--- src/logic/tfs_regs.svh ---
// Register offsets, field positions and reset values of the thermal status readout
`ifndef TFS_REGS_SVH
`define TFS_REGS_SVH

// ----------------------------------------------------------------
// Register offsets
// ----------------------------------------------------------------
`define TFS_ADDR_FLAGS_PRI 8'h02
`define TFS_ADDR_FLAGS_SEC 8'h03
`define TFS_ADDR_FRACTION 8'h06
`define TFS_ADDR_FAN_SPEED 8'h08

// ----------------------------------------------------------------
// Primary flag field positions
// ----------------------------------------------------------------
`define TFS_PRI_LOCAL_LOW 7
`define TFS_PRI_LOCAL_HIGH 6
`define TFS_PRI_DIODE_ERR 5
`define TFS_PRI_REMOTE_THERMAL_ALARM_LINE 4
`define TFS_PRI_REMOTE_LOW 3
`define TFS_PRI_FAN_FAULT 1
`define TFS_PRI_SPEED_ALARM 0
`define TFS_PRI_ALERT_MASK 8'hC8

// ----------------------------------------------------------------
// Secondary flag and fraction field positions
// ----------------------------------------------------------------
`define TFS_SEC_EXT_THERMAL_ALARM_LINE 7
`define TFS_SEC_LOCAL_THERMAL_ALARM_LINE 6
`define TFS_FRAC_LOCAL_LSB 5
`define TFS_FRAC_REMOTE_LSB 0

// ----------------------------------------------------------------
// Reset values
// ----------------------------------------------------------------
`define TFS_RST_FLAGS 8'h00
`define TFS_RST_FRACTION 8'h00
`define TFS_RST_FAN_SPEED 8'hFF

`endif

--- src/logic/tfs_pkg.sv ---
// Types shared by the thermal status readout
package tfs_pkg;

    // One completed measurement set
    typedef struct packed {
        logic [7:0] localTemp;
        logic [2:0] localFrac;
        logic [7:0] remoteTemp;
        logic [2:0] remoteFrac;
        logic [7:0] fanSpeed;
    } tfs_meas_s;

    // Programmed limits from the configuration block
    typedef struct packed {
        logic [7:0] localHigh;
        logic [7:0] localLow;
        logic [7:0] localTherm;
        logic [7:0] remoteLow;
        logic [7:0] remoteTherm;
        logic [7:0] tachHigh;
    } tfs_limits_s;

    // Whole state of the readout block
    typedef struct packed {
        logic [7:0] flagsPri;
        logic [7:0] flagsSec;
        logic [7:0] fraction;
        logic [7:0] fanSpeed;
        logic [7:0] rdData;
        logic rdValid;
        logic lineSync1;
        logic lineSync2;
        logic driveDly1;
        logic driveDly2;
        logic pwmFullPrev;
        logic remoteDisabled;
        logic firstCycle;
    } tfs_state_s;

endpackage

--- src/logic/tfs_status_regs.sv ---
// Sticky alarm flags and readout registers of the temperature and fan monitor
`timescale 1ns/1ps
`include "tfs_regs.svh"

module tfs_status_regs
    import tfs_pkg::*;
#(
    parameter bit DUTY_VARIANT = 1'b0,
    parameter bit ALERT_RESPONSE = 1'b1
)
(
    // Clock and reset
    input wire logic clock,
    input wire logic rst_b,
    // Register read port
    input wire logic rdEn,
    input wire logic [7:0] rdAddr,
    output logic [7:0] rdData,
    output logic rdValid,
    // Alert response completion, one-cycle pulse
    input wire logic alertDone,
    // Monitoring cycle results
    input wire logic cycleDone,
    input wire tfs_meas_s meas,
    input wire tfs_limits_s limits,
    input wire logic diodeFault,
    input wire logic pwmFull,
    input wire logic cfgRemoteEn,
    // Alarm line: pin level and own drive
    input wire logic thermal_alarm_line,
    input wire logic alarmDriveLow
);

    tfs_state_s s_q;
    tfs_state_s s_d;

    // ----------------------------------------------------------------
    // Event detection
    // ----------------------------------------------------------------
    logic remoteOk;
    logic [7:0] setPri;
    logic [7:0] setSec;
    logic [7:0] clrPri;
    logic [7:0] clrSec;
    logic [7:0] clrAlert;
    logic [7:0] readMux;

    // Remote channel enabled while cfgRemoteEn is set, unless the diode failed at the first cycle after reset
    assign remoteOk = cfgRemoteEn & ~s_q.remoteDisabled;

    // Set terms, evaluated when a monitoring cycle completes, except the drive-based speed alarm and the external pull
    always_comb
    begin
        setPri = 8'h00;
        setSec = 8'h00;
        setPri[`TFS_PRI_LOCAL_LOW] = cycleDone &&
            ($signed(meas.localTemp) < $signed(limits.localLow));
        setPri[`TFS_PRI_LOCAL_HIGH] = cycleDone &&
            ($signed(meas.localTemp) > $signed(limits.localHigh));
        setPri[`TFS_PRI_DIODE_ERR] = cycleDone && diodeFault;
        setPri[`TFS_PRI_REMOTE_THERMAL_ALARM_LINE] = cycleDone && remoteOk &&
            ($signed(meas.remoteTemp) > $signed(limits.remoteTherm));
        setPri[`TFS_PRI_REMOTE_LOW] = cycleDone && remoteOk &&
            ($signed(meas.remoteTemp) < $signed(limits.remoteLow));
        setPri[`TFS_PRI_FAN_FAULT] = cycleDone &&
            (meas.fanSpeed > limits.tachHigh);
        if (DUTY_VARIANT)
        begin
            // Only the start of a full-duty spell raises the flag
            setPri[`TFS_PRI_SPEED_ALARM] = cycleDone && pwmFull && !s_q.pwmFullPrev;
        end
        else
        begin
            setPri[`TFS_PRI_SPEED_ALARM] = alarmDriveLow;
        end
        // Line low while this device did not drive it means an external pull; the
        // drive copy is delayed like the pin, so a release never looks external
        setSec[`TFS_SEC_EXT_THERMAL_ALARM_LINE] = !s_q.lineSync2 && !s_q.driveDly2;
        setSec[`TFS_SEC_LOCAL_THERMAL_ALARM_LINE] = cycleDone &&
            ($signed(meas.localTemp) > $signed(limits.localTherm));
    end

    // ----------------------------------------------------------------
    // Read decode and clear terms
    // ----------------------------------------------------------------
    always_comb
    begin
        unique case (rdAddr)
            `TFS_ADDR_FLAGS_PRI: readMux = s_q.flagsPri;
            `TFS_ADDR_FLAGS_SEC: readMux = s_q.flagsSec;
            `TFS_ADDR_FRACTION: readMux = s_q.fraction;
            `TFS_ADDR_FAN_SPEED: readMux = s_q.fanSpeed;
            default: readMux = 8'h00;
        endcase
    end

    // Only bits present in the returned data are cleared
    assign clrPri = (rdEn && rdAddr == `TFS_ADDR_FLAGS_PRI) ? s_q.flagsPri : 8'h00;
    assign clrSec = (rdEn && rdAddr == `TFS_ADDR_FLAGS_SEC) ? s_q.flagsSec : 8'h00;
    assign clrAlert = (ALERT_RESPONSE && alertDone) ?
        (s_q.flagsPri & `TFS_PRI_ALERT_MASK) : 8'h00;

    // ----------------------------------------------------------------
    // Next state
    // ----------------------------------------------------------------
    always_comb
    begin
        s_d = s_q;
        // Set wins over a clear in the same cycle
        s_d.flagsPri = (s_q.flagsPri & ~clrPri & ~clrAlert) | setPri;
        s_d.flagsSec = (s_q.flagsSec & ~clrSec) | setSec;
        s_d.rdData = rdEn ? readMux : s_q.rdData;
        s_d.rdValid = rdEn;
        s_d.lineSync1 = thermal_alarm_line;
        s_d.lineSync2 = s_q.lineSync1;
        // Own drive delayed to line up with the synchronised pin
        s_d.driveDly1 = alarmDriveLow;
        s_d.driveDly2 = s_q.driveDly1;
        if (cycleDone)
        begin
            s_d.fraction = {meas.localFrac, 2'b00, meas.remoteFrac};
            s_d.fanSpeed = meas.fanSpeed;
            s_d.pwmFullPrev = pwmFull;
            s_d.firstCycle = 1'b0;
            if (s_q.firstCycle)
            begin
                s_d.remoteDisabled = diodeFault;
            end
        end
    end

    // State register
    always_ff @(posedge clock or negedge rst_b)
    begin
        if (!rst_b)
        begin
            s_q.flagsPri <= `TFS_RST_FLAGS;
            s_q.flagsSec <= `TFS_RST_FLAGS;
            s_q.fraction <= `TFS_RST_FRACTION;
            s_q.fanSpeed <= `TFS_RST_FAN_SPEED;
            s_q.rdData <= 8'h00;
            s_q.rdValid <= 1'b0;
            s_q.lineSync1 <= 1'b1;
            s_q.lineSync2 <= 1'b1;
            s_q.driveDly1 <= 1'b0;
            s_q.driveDly2 <= 1'b0;
            s_q.pwmFullPrev <= 1'b0;
            s_q.remoteDisabled <= 1'b0;
            s_q.firstCycle <= 1'b1;
        end
        else
        begin
            s_q <= s_d;
        end
    end

    // Outputs straight from flip-flops
    assign rdData = s_q.rdData;
    assign rdValid = s_q.rdValid;
endmodule

--- config.mk ---
export PLATFORM = sky130hd
export DESIGN_NAME = tfs_status_regs
export DESIGN_NICKNAME = d
export VERILOG_FILES = /design/src/logic/tfs_pkg.sv /design/src/logic/tfs_status_regs.sv
export VERILOG_INCLUDE_DIRS = /design/src /design/src/logic
export SDC_FILE = /design/constraint.sdc
export NUM_CORES = 1
export LEC_CHECK = 0
export BUFFER_PORTS_ARGS = -buffer_cell sky130_fd_sc_hd__buf_2
export CAP_MARGIN = 0
export CORE_MARGIN = 2
export CORE_UTILIZATION = 45
export CTS_CLUSTER_DIAMETER = 80
export DETAILED_ROUTE_END_ITERATION = 8
export HOLD_SLACK_MARGIN = 0.03
export PLACE_DENSITY = 0.79
export SYNTH_ARGS = -nofsm -noshare
export SYNTH_HDL_FRONTEND = slang
export SYNTH_SLANG_ARGS = --single-unit
--- constraint.sdc ---
create_clock -name clock -period 3.6 [get_ports clock]
set_input_delay 0.54 -clock clock [delete_from_list [all_inputs] [get_ports clock]]
set_output_delay 0.54 -clock clock [all_outputs]
set_load 0.01 [all_outputs]
==> out/results.txt, run 1 <==
After clock tree synthesis, the setup repair step added 0 buffers. The run gives 0 as the number of hold buffers added after cts. Dividing the synthesized area by the synthesized cell count gives 9.90 µm². The number of nets handed over by synthesis was 461. STA classifies the critical path startpoint as a primary input. Cell at the root of the clock tree: sky130_fd_sc_hd__clkbuf_8.

Input and output buffers added on the ports amount to 103. Setup violations remaining at the end of the flow were counted as 0. By area the synthesized netlist is led by sky130_fd_sc_hd__dfrtp_1 27%, sky130_fd_sc_hd__ha_1 18%, sky130_fd_sc_hd__dfstp_2 9.1%. Counting cells, the worst reg-to-reg path comes to 4. The run gives 19.9% as the total routing resource utilization after global routing.

Largest voltage drop on the vdd net: 0.153 mV. The setup check on the worst reg-to-reg path leaves a slack of 2.32 ns. The sum of net half-perimeters after detailed placement is 5870 µm, and the remaining antenna violation count after routing is 0. The width of the die is 87.8 µm. The min-delay analysis places its worst path in the category in -> reg. The final layout contains routed wiring with a total length of 7260 µm. The area growth from synthesis to layout is 21.1%.

Of all flip-flops after synthesis, the portion carrying an async set or reset was 100%. At the end of the flow, the number of nets in the layout was 557. In the routed layout, each cell is associated on average with a via count of 5.24. The number of enable flip-flop cells after synthesis came out at 0. Setup repair after global routing left no endpoint under its margin.

The run gives 0 as the total congestion overflow. The detailed router finished its first iteration with 108 violations. For the final routed database, the setup TNS stands at 0 ns. In the synthesized netlist the dominant register cell turns out to be sky130_fd_sc_hd__dfrtp_1. Number of antenna violations at the first check in global routing: 0.

For the worst setup path, the data required time is 3.79 ns. The achievable frequency came out at 0.542 GHz. The number of gates given a new drive strength after cts is 0, and the average wire per cell in the routed design is 14.2 µm.

At the worst endpoint, the arrival time is 2.04 ns. The tools report the starting utilization of the core area as 46.5%. The critical path is of the in -> reg type. Counting every sink on the clock net gives 45. In this run the core area contains 30 standard-cell rows. The number of detailed-route iterations in the first pass was 4.

After clock tree synthesis, the clock-pin slew on the worst setup and hold paths is 0.08 ns. At the pin with the least slew margin, the transition time is 0.967 ns. Final hold analysis gives a worst-case slack of 0.330 ns. The share of Yosys cell area claimed by the top area cell type was 26.9%. The delay of the slowest cell on the worst path came out at 0.50 ns. The run gives 0.00316 mm² as the combined area of all synthesized cells.

Max-cap violations in this run came to 0. The slowest stage of the critical path is the sky130_fd_sc_hd__or3_1 cell. Worst path buffer plus inverter count: 1. In the synthesized netlist, the number of instances is 319. In this run, CTS created clock tree buffers numbering 5. The largest net degree at the start of global routing came out at 46. The number of max-slew violations in the final report was 0; the final-layout fill cell count was 634.

The number of flip-flops and latches in the synthesized netlist is 45, and the floorplan die area is 0.00771 mm². The number of warnings reported in the yosys synthesis log came out at 0. After floorplanning, the core was sized to cover 0.00679 mm². For this run, the register share of the synthesized area comes to 36.1%. The worst register-to-register path ends at rdData[6]$_DFFE_PN0P_. sky130_fd_sc_hd__inv_1 is the most common cell in the netlist. The tools report the buffer depth of the longest clock path as 2.

Of the available clock period, the critical path in the final layout requires 51.3%. Total power for the finished layout comes to 1.19 mW. For the worst-skew pair, the clock arrives at the later sink with an insertion delay of 0.31 ns. In the routed design, unresolved DRC markers number 0. The run finished with clean final reports. Total number of H-tree levels: 2. The critical path goes through buf_2, nor4_4, nand2b_1, or3_1, a221o_1. The total power divided by cell area is 312 mW/mm², and the count of inserted antenna diode cells is 0. For this block, the via count after detailed routing is 2681. Routability-driven placement finished with a final weighted congestion of 0.839. Startpoint of the lowest-slack hold path: thermal_alarm_line.

In this run the worst path has a maximum fanout of 7. The tools report the number of top-level design ports as 105. The number of instances on the worst hold path is 1. The number of distinct library cell variants in the gate-level netlist after synthesis was 45. The worst clock skew was 0.00759 ns.

The layout cell share with drive strength beyond 1 works out to 33.4%. The worst path needs 1.85 ns of the cycle, external delays included. The tools report the relative slew slack as 35.5%. The worst hold path terminates at s_d[5]$_DFF_PN1_.

First-pass GRT wire length: 12100 µm. By count the netlist is led by 61 x sky130_fd_sc_hd__inv_1, 46 x sky130_fd_sc_hd__ha_1, 34 x sky130_fd_sc_hd__dfrtp_1, 16 x sky130_fd_sc_hd__a21oi_1, 15 x sky130_fd_sc_hd__mux2_2. TritonCTS built the clock tree. The run gives 0 as the count of endpoints failing hold in the final timing report. Broken down by cell family, the worst path's largest delay share belongs to simple AND/OR/NAND/NOR gates. The floorplan step set the die height to 87.8 µm.

Summed over all cells, the static leakage comes to 2.04 nW. The tools report the number of global-route vias before repair as 2725. Type of element capturing the critical path: a register. The beginning of the worst register-to-register path is s_q[22]$_DFFE_PN1P_. The dominant cell type by area after synthesis is sky130_fd_sc_hd__dfrtp_1.
==> metrics by stage <==
| stage | instances | setup slack, ns | util [%] | area (µm²) |
|---|---|---|---|---|
| 2_1_floorplan | 319 | 1.72 | - | 3160 |
| 3_3_place_gp | 504 | 1.47 | 54.6 | 3710 |
| 3_5_place_dp | 504 | 1.45 | 54.6 | 3710 |
| 4_1_cts | 512 | 1.76 | 56.3 | 3820 |
| 5_1_grt | 512 | 1.67 | 56.3 | 3820 |
| 6_report | 512 | 1.75 | 56.3 | 3820 |
==> kinds of logic (layout without fill, tap and decap cells) <==
logic type	Yosys count	in the layout	synth area share, %
AOI/OAI and AO/OA	73	73	16.4
adders and majority gates	46	46	18.2
buffers and inverters	75	172	9.98
DFF	45	45	36.1
muxes	23	23	7.88
and+or+nand+nor	57	57	11.4
==> per-layer routing <==
layer	track usage, %	share of wire, %	up-vias
li1	-	-	1326
met1	25.8	44	1259
met2	34.4	51	80
met3	2.54	4.0	16
met4	6.57	1.7	0
met5	0	0	-
==> final cells by class <==
type,instances,area [µm²],share of cell area (%)
Tap cell,96,120,3.14
Clock inverter,1,30.0,0.785
Multi-Input combinational cell,199,1700,44.6
Inverter,61,229,5.99
Timing Repair Buffer,103,515,13.5
Clock buffer,7,86.3,2.26
Sequential cell,45,1140,29.8
==> worst max-delay path by stage <==
stage / end / start / depth (start not counted) / slack, ns
after floorplan: rdData[6]$_DFFE_PN0P_ / rdAddr[5] / 5 / 1.72
after global routing: s_q[46]$_DFF_PN0_ / rdAddr[5] / 5 / 1.67
after detailed placement: s_q[38]$_DFF_PN0_ / rdAddr[5] / 5 / 1.45
after CTS: s_q[38]$_DFF_PN0_ / rdAddr[5] / 5 / 1.76
after global placement: s_q[38]$_DFF_PN0_ / rdAddr[5] / 5 / 1.47
final: s_q[38]$_DFF_PN0_ / rdAddr[5] / 5 / 1.75
==> power breakdown <==
part	switching, mW	internal (mW)	total, mW
registers	0.0139	0.537	0.551
clock network	0.174	0.226	0.401
logic	0.124	0.120	0.244
==> worst reg2reg max path, stage by stage, from the launching register on <==
cell                       delay [ns]
sky130_fd_sc_hd__dfstp_2         0.53
sky130_fd_sc_hd__nor4bb_1        0.19
sky130_fd_sc_hd__a21oi_1         0.09
sky130_fd_sc_hd__o32a_1          0.31
sky130_fd_sc_hd__o22ai_2         0.08
==> state kept, by name, summed over array words and instances (netlist names) <==
register / flops
rdValid: 1
s_q: 34
s_d: 2
rdData: 8
==> cells in the final DEF, fill, tap and decap left out, types with 2 or more instances in the layout <==
cell type / synthesis / final
sky130_fd_sc_hd__nand4_1: 8 / 8
sky130_fd_sc_hd__o21ai_0: 7 / 7
sky130_fd_sc_hd__nand2_1: 5 / 5
sky130_fd_sc_hd__nor3_1: 2 / 2
sky130_fd_sc_hd__dfstp_2: 11 / 11
sky130_fd_sc_hd__o211ai_1: 4 / 4
sky130_fd_sc_hd__nor2b_1: 5 / 5
sky130_fd_sc_hd__or3_1: 2 / 2
sky130_fd_sc_hd__ha_1: 46 / 46
sky130_fd_sc_hd__o2111ai_1: 2 / 2
sky130_fd_sc_hd__a21oi_1: 16 / 16
sky130_fd_sc_hd__a22o_1: 7 / 7
sky130_fd_sc_hd__a211o_1: 2 / 2
sky130_fd_sc_hd__clkbuf_8: 0 / 6
sky130_fd_sc_hd__a31oi_1: 3 / 3
sky130_fd_sc_hd__o32ai_1: 2 / 2
sky130_fd_sc_hd__a2bb2oi_1: 5 / 5
sky130_fd_sc_hd__nor2_1: 10 / 10
sky130_fd_sc_hd__and3b_1: 4 / 4
sky130_fd_sc_hd__mux2_2: 15 / 15
sky130_fd_sc_hd__o221ai_1: 2 / 2
sky130_fd_sc_hd__o22ai_1: 6 / 6
sky130_fd_sc_hd__a211oi_1: 2 / 2
sky130_fd_sc_hd__and2_1: 7 / 7
sky130_fd_sc_hd__nand3_1: 2 / 2
sky130_fd_sc_hd__dfrtp_1: 34 / 34
sky130_fd_sc_hd__nor4bb_1: 2 / 2
sky130_fd_sc_hd__nand4b_1: 2 / 2
sky130_fd_sc_hd__mux2i_1: 8 / 8
sky130_fd_sc_hd__nor3b_1: 3 / 3
sky130_fd_sc_hd__a2111oi_0: 2 / 2
sky130_fd_sc_hd__inv_1: 61 / 61
sky130_fd_sc_hd__buf_2: 2 / 103
sky130_fd_sc_hd__nand2b_1: 2 / 2
sky130_fd_sc_hd__a21o_1: 9 / 9
(Power assumes the default switching activity.)
==> run 2: changes to the inputs <==
ABC_AREA = 1   (was not set)
PLACE_DENSITY = 0.82   (was 0.79)
clock period = 1.5 ns   (was 3.6 ns; I/O delays follow)
==> run 2 against run 1 <==
Effect of this change: cell count up 24%; clock power grew 74%; synthesized cell count rose by 36%; flip-flop and latch count is the same; non-clock buffer count grew 4; area after synthesis is 3.7% higher; power grew 120%; critical path depth increased by 4; sequential power up 140%.
==> out/results.txt, run 2 <==
The floorplan has 31 rows. With fillers left out, the area of the finished cells amounts to 0.00393 mm². Counting the buffers created by CTS gives 5. The dominant cell type by area after synthesis was sky130_fd_sc_hd__dfrtp_1.

The run finished with clean final reports. The first global-routing pass estimated 12000 µm of wire. The share of Yosys cell area claimed by the top area cell type is 26.0%, and the post-route fraction of the period consumed by the critical path is 72.1%. The remaining antenna violation count after routing came out at 0. The number of different library cells used by synthesis comes to 29. The placed standard-cell area is 0.00383 mm². Most repeated cell in the gate-level netlist after synthesis: sky130_fd_sc_hd__nand2_1. The run gives 0.00714 mm² as the floorplan core area. The library cell used most frequently in the layout, excluding fill and tap cells, is sky130_fd_sc_hd__nand2_1.

For the starting utilization of the core area, the log shows 45.9%. At the pin with the least slew margin, the transition time is 0.543 ns. The smallest clock period supported by the final layout is computed as 1.08 ns. The tools report the final sum of negative setup slack as 0 ns. In the layout the commonest cells are 110 x sky130_fd_sc_hd__nand2_1, 103 x sky130_fd_sc_hd__buf_2, 85 x sky130_fd_sc_hd__inv_1. The run gives 1.89 mW as the cell internal power dissipation. The number of antenna diodes in the final layout is 0.

The run gives 46 as the largest net degree at the start of global routing. Dividing the detail-routed wire length by the instance count gives 11.2 µm. Buffers inserted to repair hold after CTS numbered 2.

The tools report the number of global-route vias before repair as 2937. Sorting the synthesized cells by area gives the leading types as sky130_fd_sc_hd__dfrtp_1 26%, sky130_fd_sc_hd__ha_1 18%, sky130_fd_sc_hd__nand2_1 13%. Summed over all cells, the static leakage comes to 2.32 nW. Sorting the synthesized cells by how often they occur yields 110 x sky130_fd_sc_hd__nand2_1, 85 x sky130_fd_sc_hd__inv_1, 46 x sky130_fd_sc_hd__ha_1, 34 x sky130_fd_sc_hd__dfrtp_1, 29 x sky130_fd_sc_hd__nand3_1. The number of max-slew violations in the final report is 0, and the clock-pin transition on the worst setup and hold timing paths is 0.08 ns.

The per-instance average area after synthesis was 7.53 µm². At the end of routability-driven placement, the weighted congestion stood at 0.844. For the final database, setup skew stands at 0.00405 ns. Of all flip-flops after synthesis, the portion carrying an async set or reset was 100%. The clock insertion delay at the later pin of the skew report is 0.30 ns, and the synthesis-to-finish area growth is 19.9%. Clock tree synthesis found a total of 45 sinks. The logs give 676 for the number of nets in the layout and 26.3% for the clock power share. For this block, the routed nets add up to 7100 µm of wire.

In the final layout, the share of cells above drive strength 1 is 24.9%. Width of the die: 89.3 µm. The sequential power share was 50.2%. The worst setup path is captured at a register. In this run, synthesis inferred 0 flip-flops with an integrated enable. The count of unresolved DRC violations after routing is 0, and the number of top-level design ports is 105. Share of the core filled with cells in the final layout: 55.0%. The worst setup path is launched from a primary input.

In this run the worst path has a maximum fanout of 4. The tightest min-delay check is of the in -> reg type. Final-layout fill cell count: 697. The number of antenna violations at the first check in global routing came out at 0.

After the first detailed-routing iteration, the DRC count stood at 98. The tools report the cell at the root of the clock tree as sky130_fd_sc_hd__clkbuf_8. The final setup violation count was 0; the switching share of total power was 28.7%. The total number of H-tree levels came out at 2. The tool flagged a number of max-cap violations equal to 0.

Share of synthesized area occupied by flip-flops and latches: 34.8%. The run gives 577 as the synthesized netlist net count. In this run the deepest clock path goes through 2 buffers. Setup slack at placement: 0.104 ns. Combinational logic is responsible for 23.5% of the overall power. The count of port buffers added during placement was 103; the achievable frequency was 0.925 GHz. The count of endpoints failing hold in the final timing report is 0, and the number of vias per cell after detailed routing is 4.70. The HPWL after detailed placement is 5970 µm.

The worst pin sits at a relative slew slack of 63.8%. The register with the most flip-flops in the layout has 34 of them. Across every metal layer, demand over resource in global routing totals 19.0%. At the worst endpoint, the required time is 1.69 ns. The analysis attributes to net switching a power of 0.760 mW. The total power divided by cell area came out at 675 mW/mm². The Yosys step of the flow raised 0 warnings.

After global routing the overflow that remains totals 0. TritonCTS built the clock tree. Once routing completed, OpenROAD measured the worst setup slack at 0.419 ns.

The floorplan step defined a die boundary enclosing 0.00798 mm². More flip-flops sit in one register than any other, and that register is s_q. The worst setup path is of the in -> reg kind. Once the clock tree was built, the resizer swapped 0 gates to a different size. The number of setup buffers added after CTS is 0. Synthesis handed over a netlist of 435 instances. The largest voltage drop on the vdd net was 0.323 mV. In the synthesized netlist the dominant register cell turns out to be sky130_fd_sc_hd__dfrtp_1. For the worst setup path, the data arrival time is 1.27 ns.

The die outline height works out to 89.3 µm. The combined area of all synthesized cells came out at 0.00328 mm². The first TritonRoute pass finished after 4 iterations. Synthesis inferred 45 register bits. Setup repair after global routing left no endpoint under its margin. The routed layout has 2976 vias.
[run 2: cell count changes after synthesis, sizes merged, moves of 7 or more]
cell   before  now
nand2       5  114
nand3       2   30
o21ai       7   33
inv        61   85
nor2       10   30
mux2       15    0
a21o        9    1
mux2i       8    0
a22o        7    0
nand4       8    1
o22ai       7    0
[run 2: logic make-up (layout without fill, tap and decap cells)]
family | Yosys count | in the layout | synth area share [%]
compound gates | 59 | 59 | 9.51
fa+ha+maj | 46 | 46 | 17.6
buf+inv | 101 | 200 | 12.9
flops | 45 | 45 | 34.8
simple gates | 184 | 184 | 25.2
[run 2: final timing paths]
| check | from | end | slack (ns) | cells after the start |
|---|---|---|---|---|
| worst max-delay path | meas[29] | s_q[47]$_DFF_PN0_ | 0.42 | 9 |
| worst min-delay path | alarmDriveLow | s_d[3]$_DFF_PN0_ | 0.05 | 1 |
| worst max register to register | s_q[21]$_DFFE_PN1P_ | rdData[5]$_DFFE_PN0P_ | 0.49 | 4 |
| worst min register to register | s_d[3]$_DFF_PN0_ | s_q[3]$_DFF_PN0_ | 0.35 | 0 |
| max in group asynchronous | rst_b | s_q[18]$_DFFE_PN1P_ | 0.59 | 3 |
| min in group asynchronous | rst_b | s_q[3]$_DFF_PN0_ | 0.53 | 3 |
[run 2: per-stage QoR]
stage / total power, mW / cells / hold slack, ns
after floorplan: 1.72 / 435 / -0.0706
after global routing: 2.83 / 633 / 0.0445
after global placement: 1.94 / 624 / 0.328
after detailed placement: 1.98 / 624 / 0.330
final: 2.65 / 633 / 0.0480
after CTS: 2.68 / 633 / 0.0408
[run 2: metal layers]
layer / global-route usage [%] / routed length, µm
met1: 22.3 / 2960
met2: 34.9 / 3670
met3: 3.42 / 333
met4: 6.24 / 126
met5: 0 / 0
[run 2: power groups by stage]
stage / Sequential [mW] / Combinational, mW / Clock [mW]
6_report: 1.33 / 0.624 / 0.697
5_1_grt: 1.34 / 0.730 / 0.760
4_1_cts: 1.33 / 0.634 / 0.715
3_5_place_dp: 1.35 / 0.627 / 0
3_3_place_gp: 1.35 / 0.592 / 0
2_1_floorplan: 1.34 / 0.374 / 0
[run 2: critical path, stage by stage]
cell and delay (ns):
sky130_fd_sc_hd__buf_2 0.12, sky130_fd_sc_hd__ha_1 0.34, sky130_fd_sc_hd__nand2_1 0.08, sky130_fd_sc_hd__inv_1 0.03
sky130_fd_sc_hd__nor2_1 0.09, sky130_fd_sc_hd__o21a_1 0.16, sky130_fd_sc_hd__nand3_1 0.08, sky130_fd_sc_hd__nand3_1 0.09
sky130_fd_sc_hd__nand2_1 0.05
[run 2: layout make-up]
cell class / count / area [µm²] / share of cell area, %
multi-input combinational: 289 / 1710 / 43.6
inverter: 86 / 323 / 8.22
clock inverter: 1 / 5.00 / 0.127
sequential: 45 / 1140 / 29.0
tap: 99 / 124 / 3.15
clock buffer: 6 / 72.6 / 1.85
timing repair buffer: 107 / 551 / 14.0
==> run 3: changes to the inputs <==
clock period = 0.9 ns   (was 1.5 ns; I/O delays follow)
==> run 3 against run 2 <==
Effect of this change: the run now ends with negative setup slack left; sequential share of layout area fell by 6.9 points; via count is 12% higher; clock power increased by 130%; routed wire length grew 30%; power is 110% higher; cell area up 31%; clock-buffer cell count is the same; global-route usage up 2.2 points; non-clock buffer count increased by 41; critical path type unchanged; highest routed layer unchanged.
==> out/results.txt, run 3 (synthesis results as in run 2) <==
The floorplan die area was 0.00798 mm²; the top fanout value on the critical path was 3. The largest delay contributor family on the critical path is simple AND/OR/NAND/NOR gates. At the pin with the least slew margin, the transition time is 0.354 ns. Setup violations remaining at the end of the flow were counted as 17. The number of global-route vias before repair was 3197; the share of the core filled with cells in the final layout was 72.2%. The final reports fail on negative setup slack. The total number of H-tree levels came out at 2. The buffer depth of the longest clock path is 2, and the number of violations reported at the end of detailed-routing iteration 0 is 202. The number of instances on the worst hold path works out to 3. The initial utilization of the core area, before any placement, comes to 45.9%. Critical path class: in -> reg. The smallest clock period supported by the final layout is computed as 1.01 ns. Ranked by flip-flop count, first place goes to s_q. The tool flagged a number of max-cap violations equal to 0.

Derived from the worst setup path, the maximum achievable clock frequency is 0.994 GHz. The later pin in the worst-skew pair is clocked with a latency of 0.31 ns. The internal power of the cells totals 3.89 mW. The tools report the first-pass GRT wire length as 13300 µm. The tools report the endpoint of the worst-slack reg-to-reg timing path as rdData[4]$_DFFE_PN0P_. For the final database, setup skew stands at 0.00698 ns. STA classifies the critical path endpoint as a register. The average wire per cell in the routed design is 13.6 µm, and the synthesis-to-finish area growth is 57.2%. Dividing the detail-routed via count by the number of cells gives 4.93. Number of flip-flops in the largest register: 34. For the total via count in the routed design, the log shows 3330.

The tools report the startpoint of the lowest-slack hold path as meas[21]. The clock sink count was 45. In this run the critical register-to-register path is launched from s_q[20]$_DFFE_PN1P_. Dividing the final minimum period by the clock period gives 112%.

The count of nets left with antenna violations once routing finished came out at 0. Count of endpoints failing hold in the final timing report: 0. Hold path endpoint: s_q[31]$_DFFE_PN0P_. The cell depth of the worst flop-to-flop path is 4. Cell at the root of the clock tree: sky130_fd_sc_hd__clkbuf_8.

The final sum of negative setup slack was -0.931 ns; the delay of the slowest cell on the worst path was 0.28 ns. Walking the worst path, the cells encountered are buf_4, ha_4, nand2_1, nor2_1, nand2_1, nand2_1, nand2_1, nand3_1, nand2_1. TritonCTS built the clock tree. The critical path crosses 9 cells after its start point. The repair_antennas step left the layout with diodes totalling 0.

The library cell appearing most often on the critical path was sky130_fd_sc_hd__nand2_1. The sequential power share is 40.5%, and the switching share of total power is 29.3%. The floorplan core area is 0.00714 mm².

The post-route netlist has 49.4% of its cells at a drive strength greater than 1. The count of port buffers added during placement works out to 103. The tools report the total congestion overflow as 0. The logs give 31 for the number of placement rows and 105 for the number of top-level design ports. The final total power is 5.51 mW, and the critical path data required time is 1.10 ns. For the worst setup path, the data arrival time is 1.20 ns. The critical path starts at meas[29].

Entering global routing, the biggest net connects 46 pins. The floorplan step set the die width to 89.3 µm. For the leakage power, the log shows 2.63 nW. For flop-to-flop paths, the worst setup slack is -0.09 ns. The category of the worst setup path launch point is a primary input. The placed instances occupy a cell area of 0.00448 mm². The run gives 5 as the number of detailed-route iterations in the first pass. The largest individual stage delay along the critical path comes from the cell sky130_fd_sc_hd__ha_4. The flow ran to the end, but the final reports show violations.

The worst path buffer plus inverter count is 1, and the count of unresolved DRC violations after routing is 0. The most frequent standard cell in the layout excluding fill and tap cells is sky130_fd_sc_hd__nand2_1. The min-delay analysis places its worst path in the category in -> reg. Measured against its own limit, the worst slew margin works out to 76.3%. Buffers inserted during clock tree synthesis total 5. Leaving out fill and tap cells, the most frequent cells in the layout are 95 x sky130_fd_sc_hd__nand2_1, 80 x sky130_fd_sc_hd__buf_2, 51 x sky130_fd_sc_hd__inv_1. Setup repair after global routing could not meet its margin everywhere.

The clock-pin transition on the worst setup and hold timing paths came out at 0.08 ns. For this design the total switching power over the nets is 1.61 mW. The final critical-path setup slack is -0.106 ns, and the number of nets in the layout is 718.

The proportion of power drawn by combinational gates came out at 30.6%. The logs give 0 for the number of antenna violations at the first check in global routing and 0.639 mV for the largest voltage drop on the vdd net. Summed over all nets, the half-perimeter wirelength after detailed placement is 6640 µm. The tools report the clock power share as 28.9%. The run gives 21.3% as the total routing resource utilization after global routing.

The number of max-slew violations in the final report was 0. The total power divided by cell area was 1070 mW/mm². The total wirelength of the detailed-routed design was 9200 µm.

The cell area after layout came out at 0.00515 mm². The final weighted congestion of routability-driven global placement was 0.890. The die outline height works out to 89.3 µm.
-- run 3: worst register-to-register path: cells and delay by family, from the launching register on --
kind | cells | cell delay (ns)
DFF | 1 | 0.57
and+or+nand+nor | 3 | 0.26
AOI/OAI and AO/OA | 1 | 0.10
-- run 3: repair_timing --
action | in CTS | in global routing
hold endpoints to repair | 37 | 0
buffers inserted | 5 | 10
endpoints found under the setup margin | 21 | 27
hold buffers | 4 | 0
pin swaps | 13 | 53
gates cloned | 0 | 1
gates resized for setup | 17 | 78
-- run 3: layer usage --
| layer | GRT usage, % | wire (µm) | vias up |
|---|---|---|---|
| met5 | 0 | 0 | - |
| met4 | 9.23 | 290 | 0 |
| met3 | 2.95 | 531 | 30 |
| met2 | 38.6 | 4750 | 126 |
| met1 | 24.8 | 3630 | 1529 |
| li1 | - | - | 1645 |
-- run 3: worst max path at each step --
stage,endpoint,slack (ns)
after floorplan,s_q[38]$_DFF_PN0_,-0.11
after global placement,s_q[43]$_DFF_PN0_,-0.32
after detailed placement,s_q[38]$_DFF_PN0_,-0.34
after CTS,rdData[0],-0.07
after global routing,s_q[47]$_DFF_PN0_,-0.14
final,s_q[47]$_DFF_PN0_,-0.11
-- run 3: layout make-up --
| type | instances | area [µm²] |
|---|---|---|
| clock buffer | 6 | 82.6 |
| clock inverter | 2 | 37.5 |
| inverter | 86 | 419 |
| timing repair buffer | 148 | 1040 |
| fill | 512 | 1990 |
| multi-input combinational | 290 | 2300 |
| sequential | 45 | 1140 |
| tap | 99 | 124 |
-- run 3: stage by stage --
stage	setup slack [ns]	instances	hold slack, ns
4_1_cts	-0.0707	665	0.0313
3_5_place_dp	-0.342	648	0.133
6_report	-0.106	676	0.0289
5_1_grt	-0.136	676	0.0320
3_3_place_gp	-0.316	648	0.128
2_1_floorplan	-0.111	435	-0.161
-- run 3: power groups by stage --
stage | Combinational, mW | Sequential [mW] | Clock, mW
final | 1.68 | 2.23 | 1.59
after floorplan | 0.804 | 2.24 | 0
after global placement | 1.35 | 2.25 | 0
after CTS | 1.48 | 2.22 | 1.59
after detailed placement | 1.43 | 2.26 | 0
after global routing | 1.88 | 2.24 | 1.70
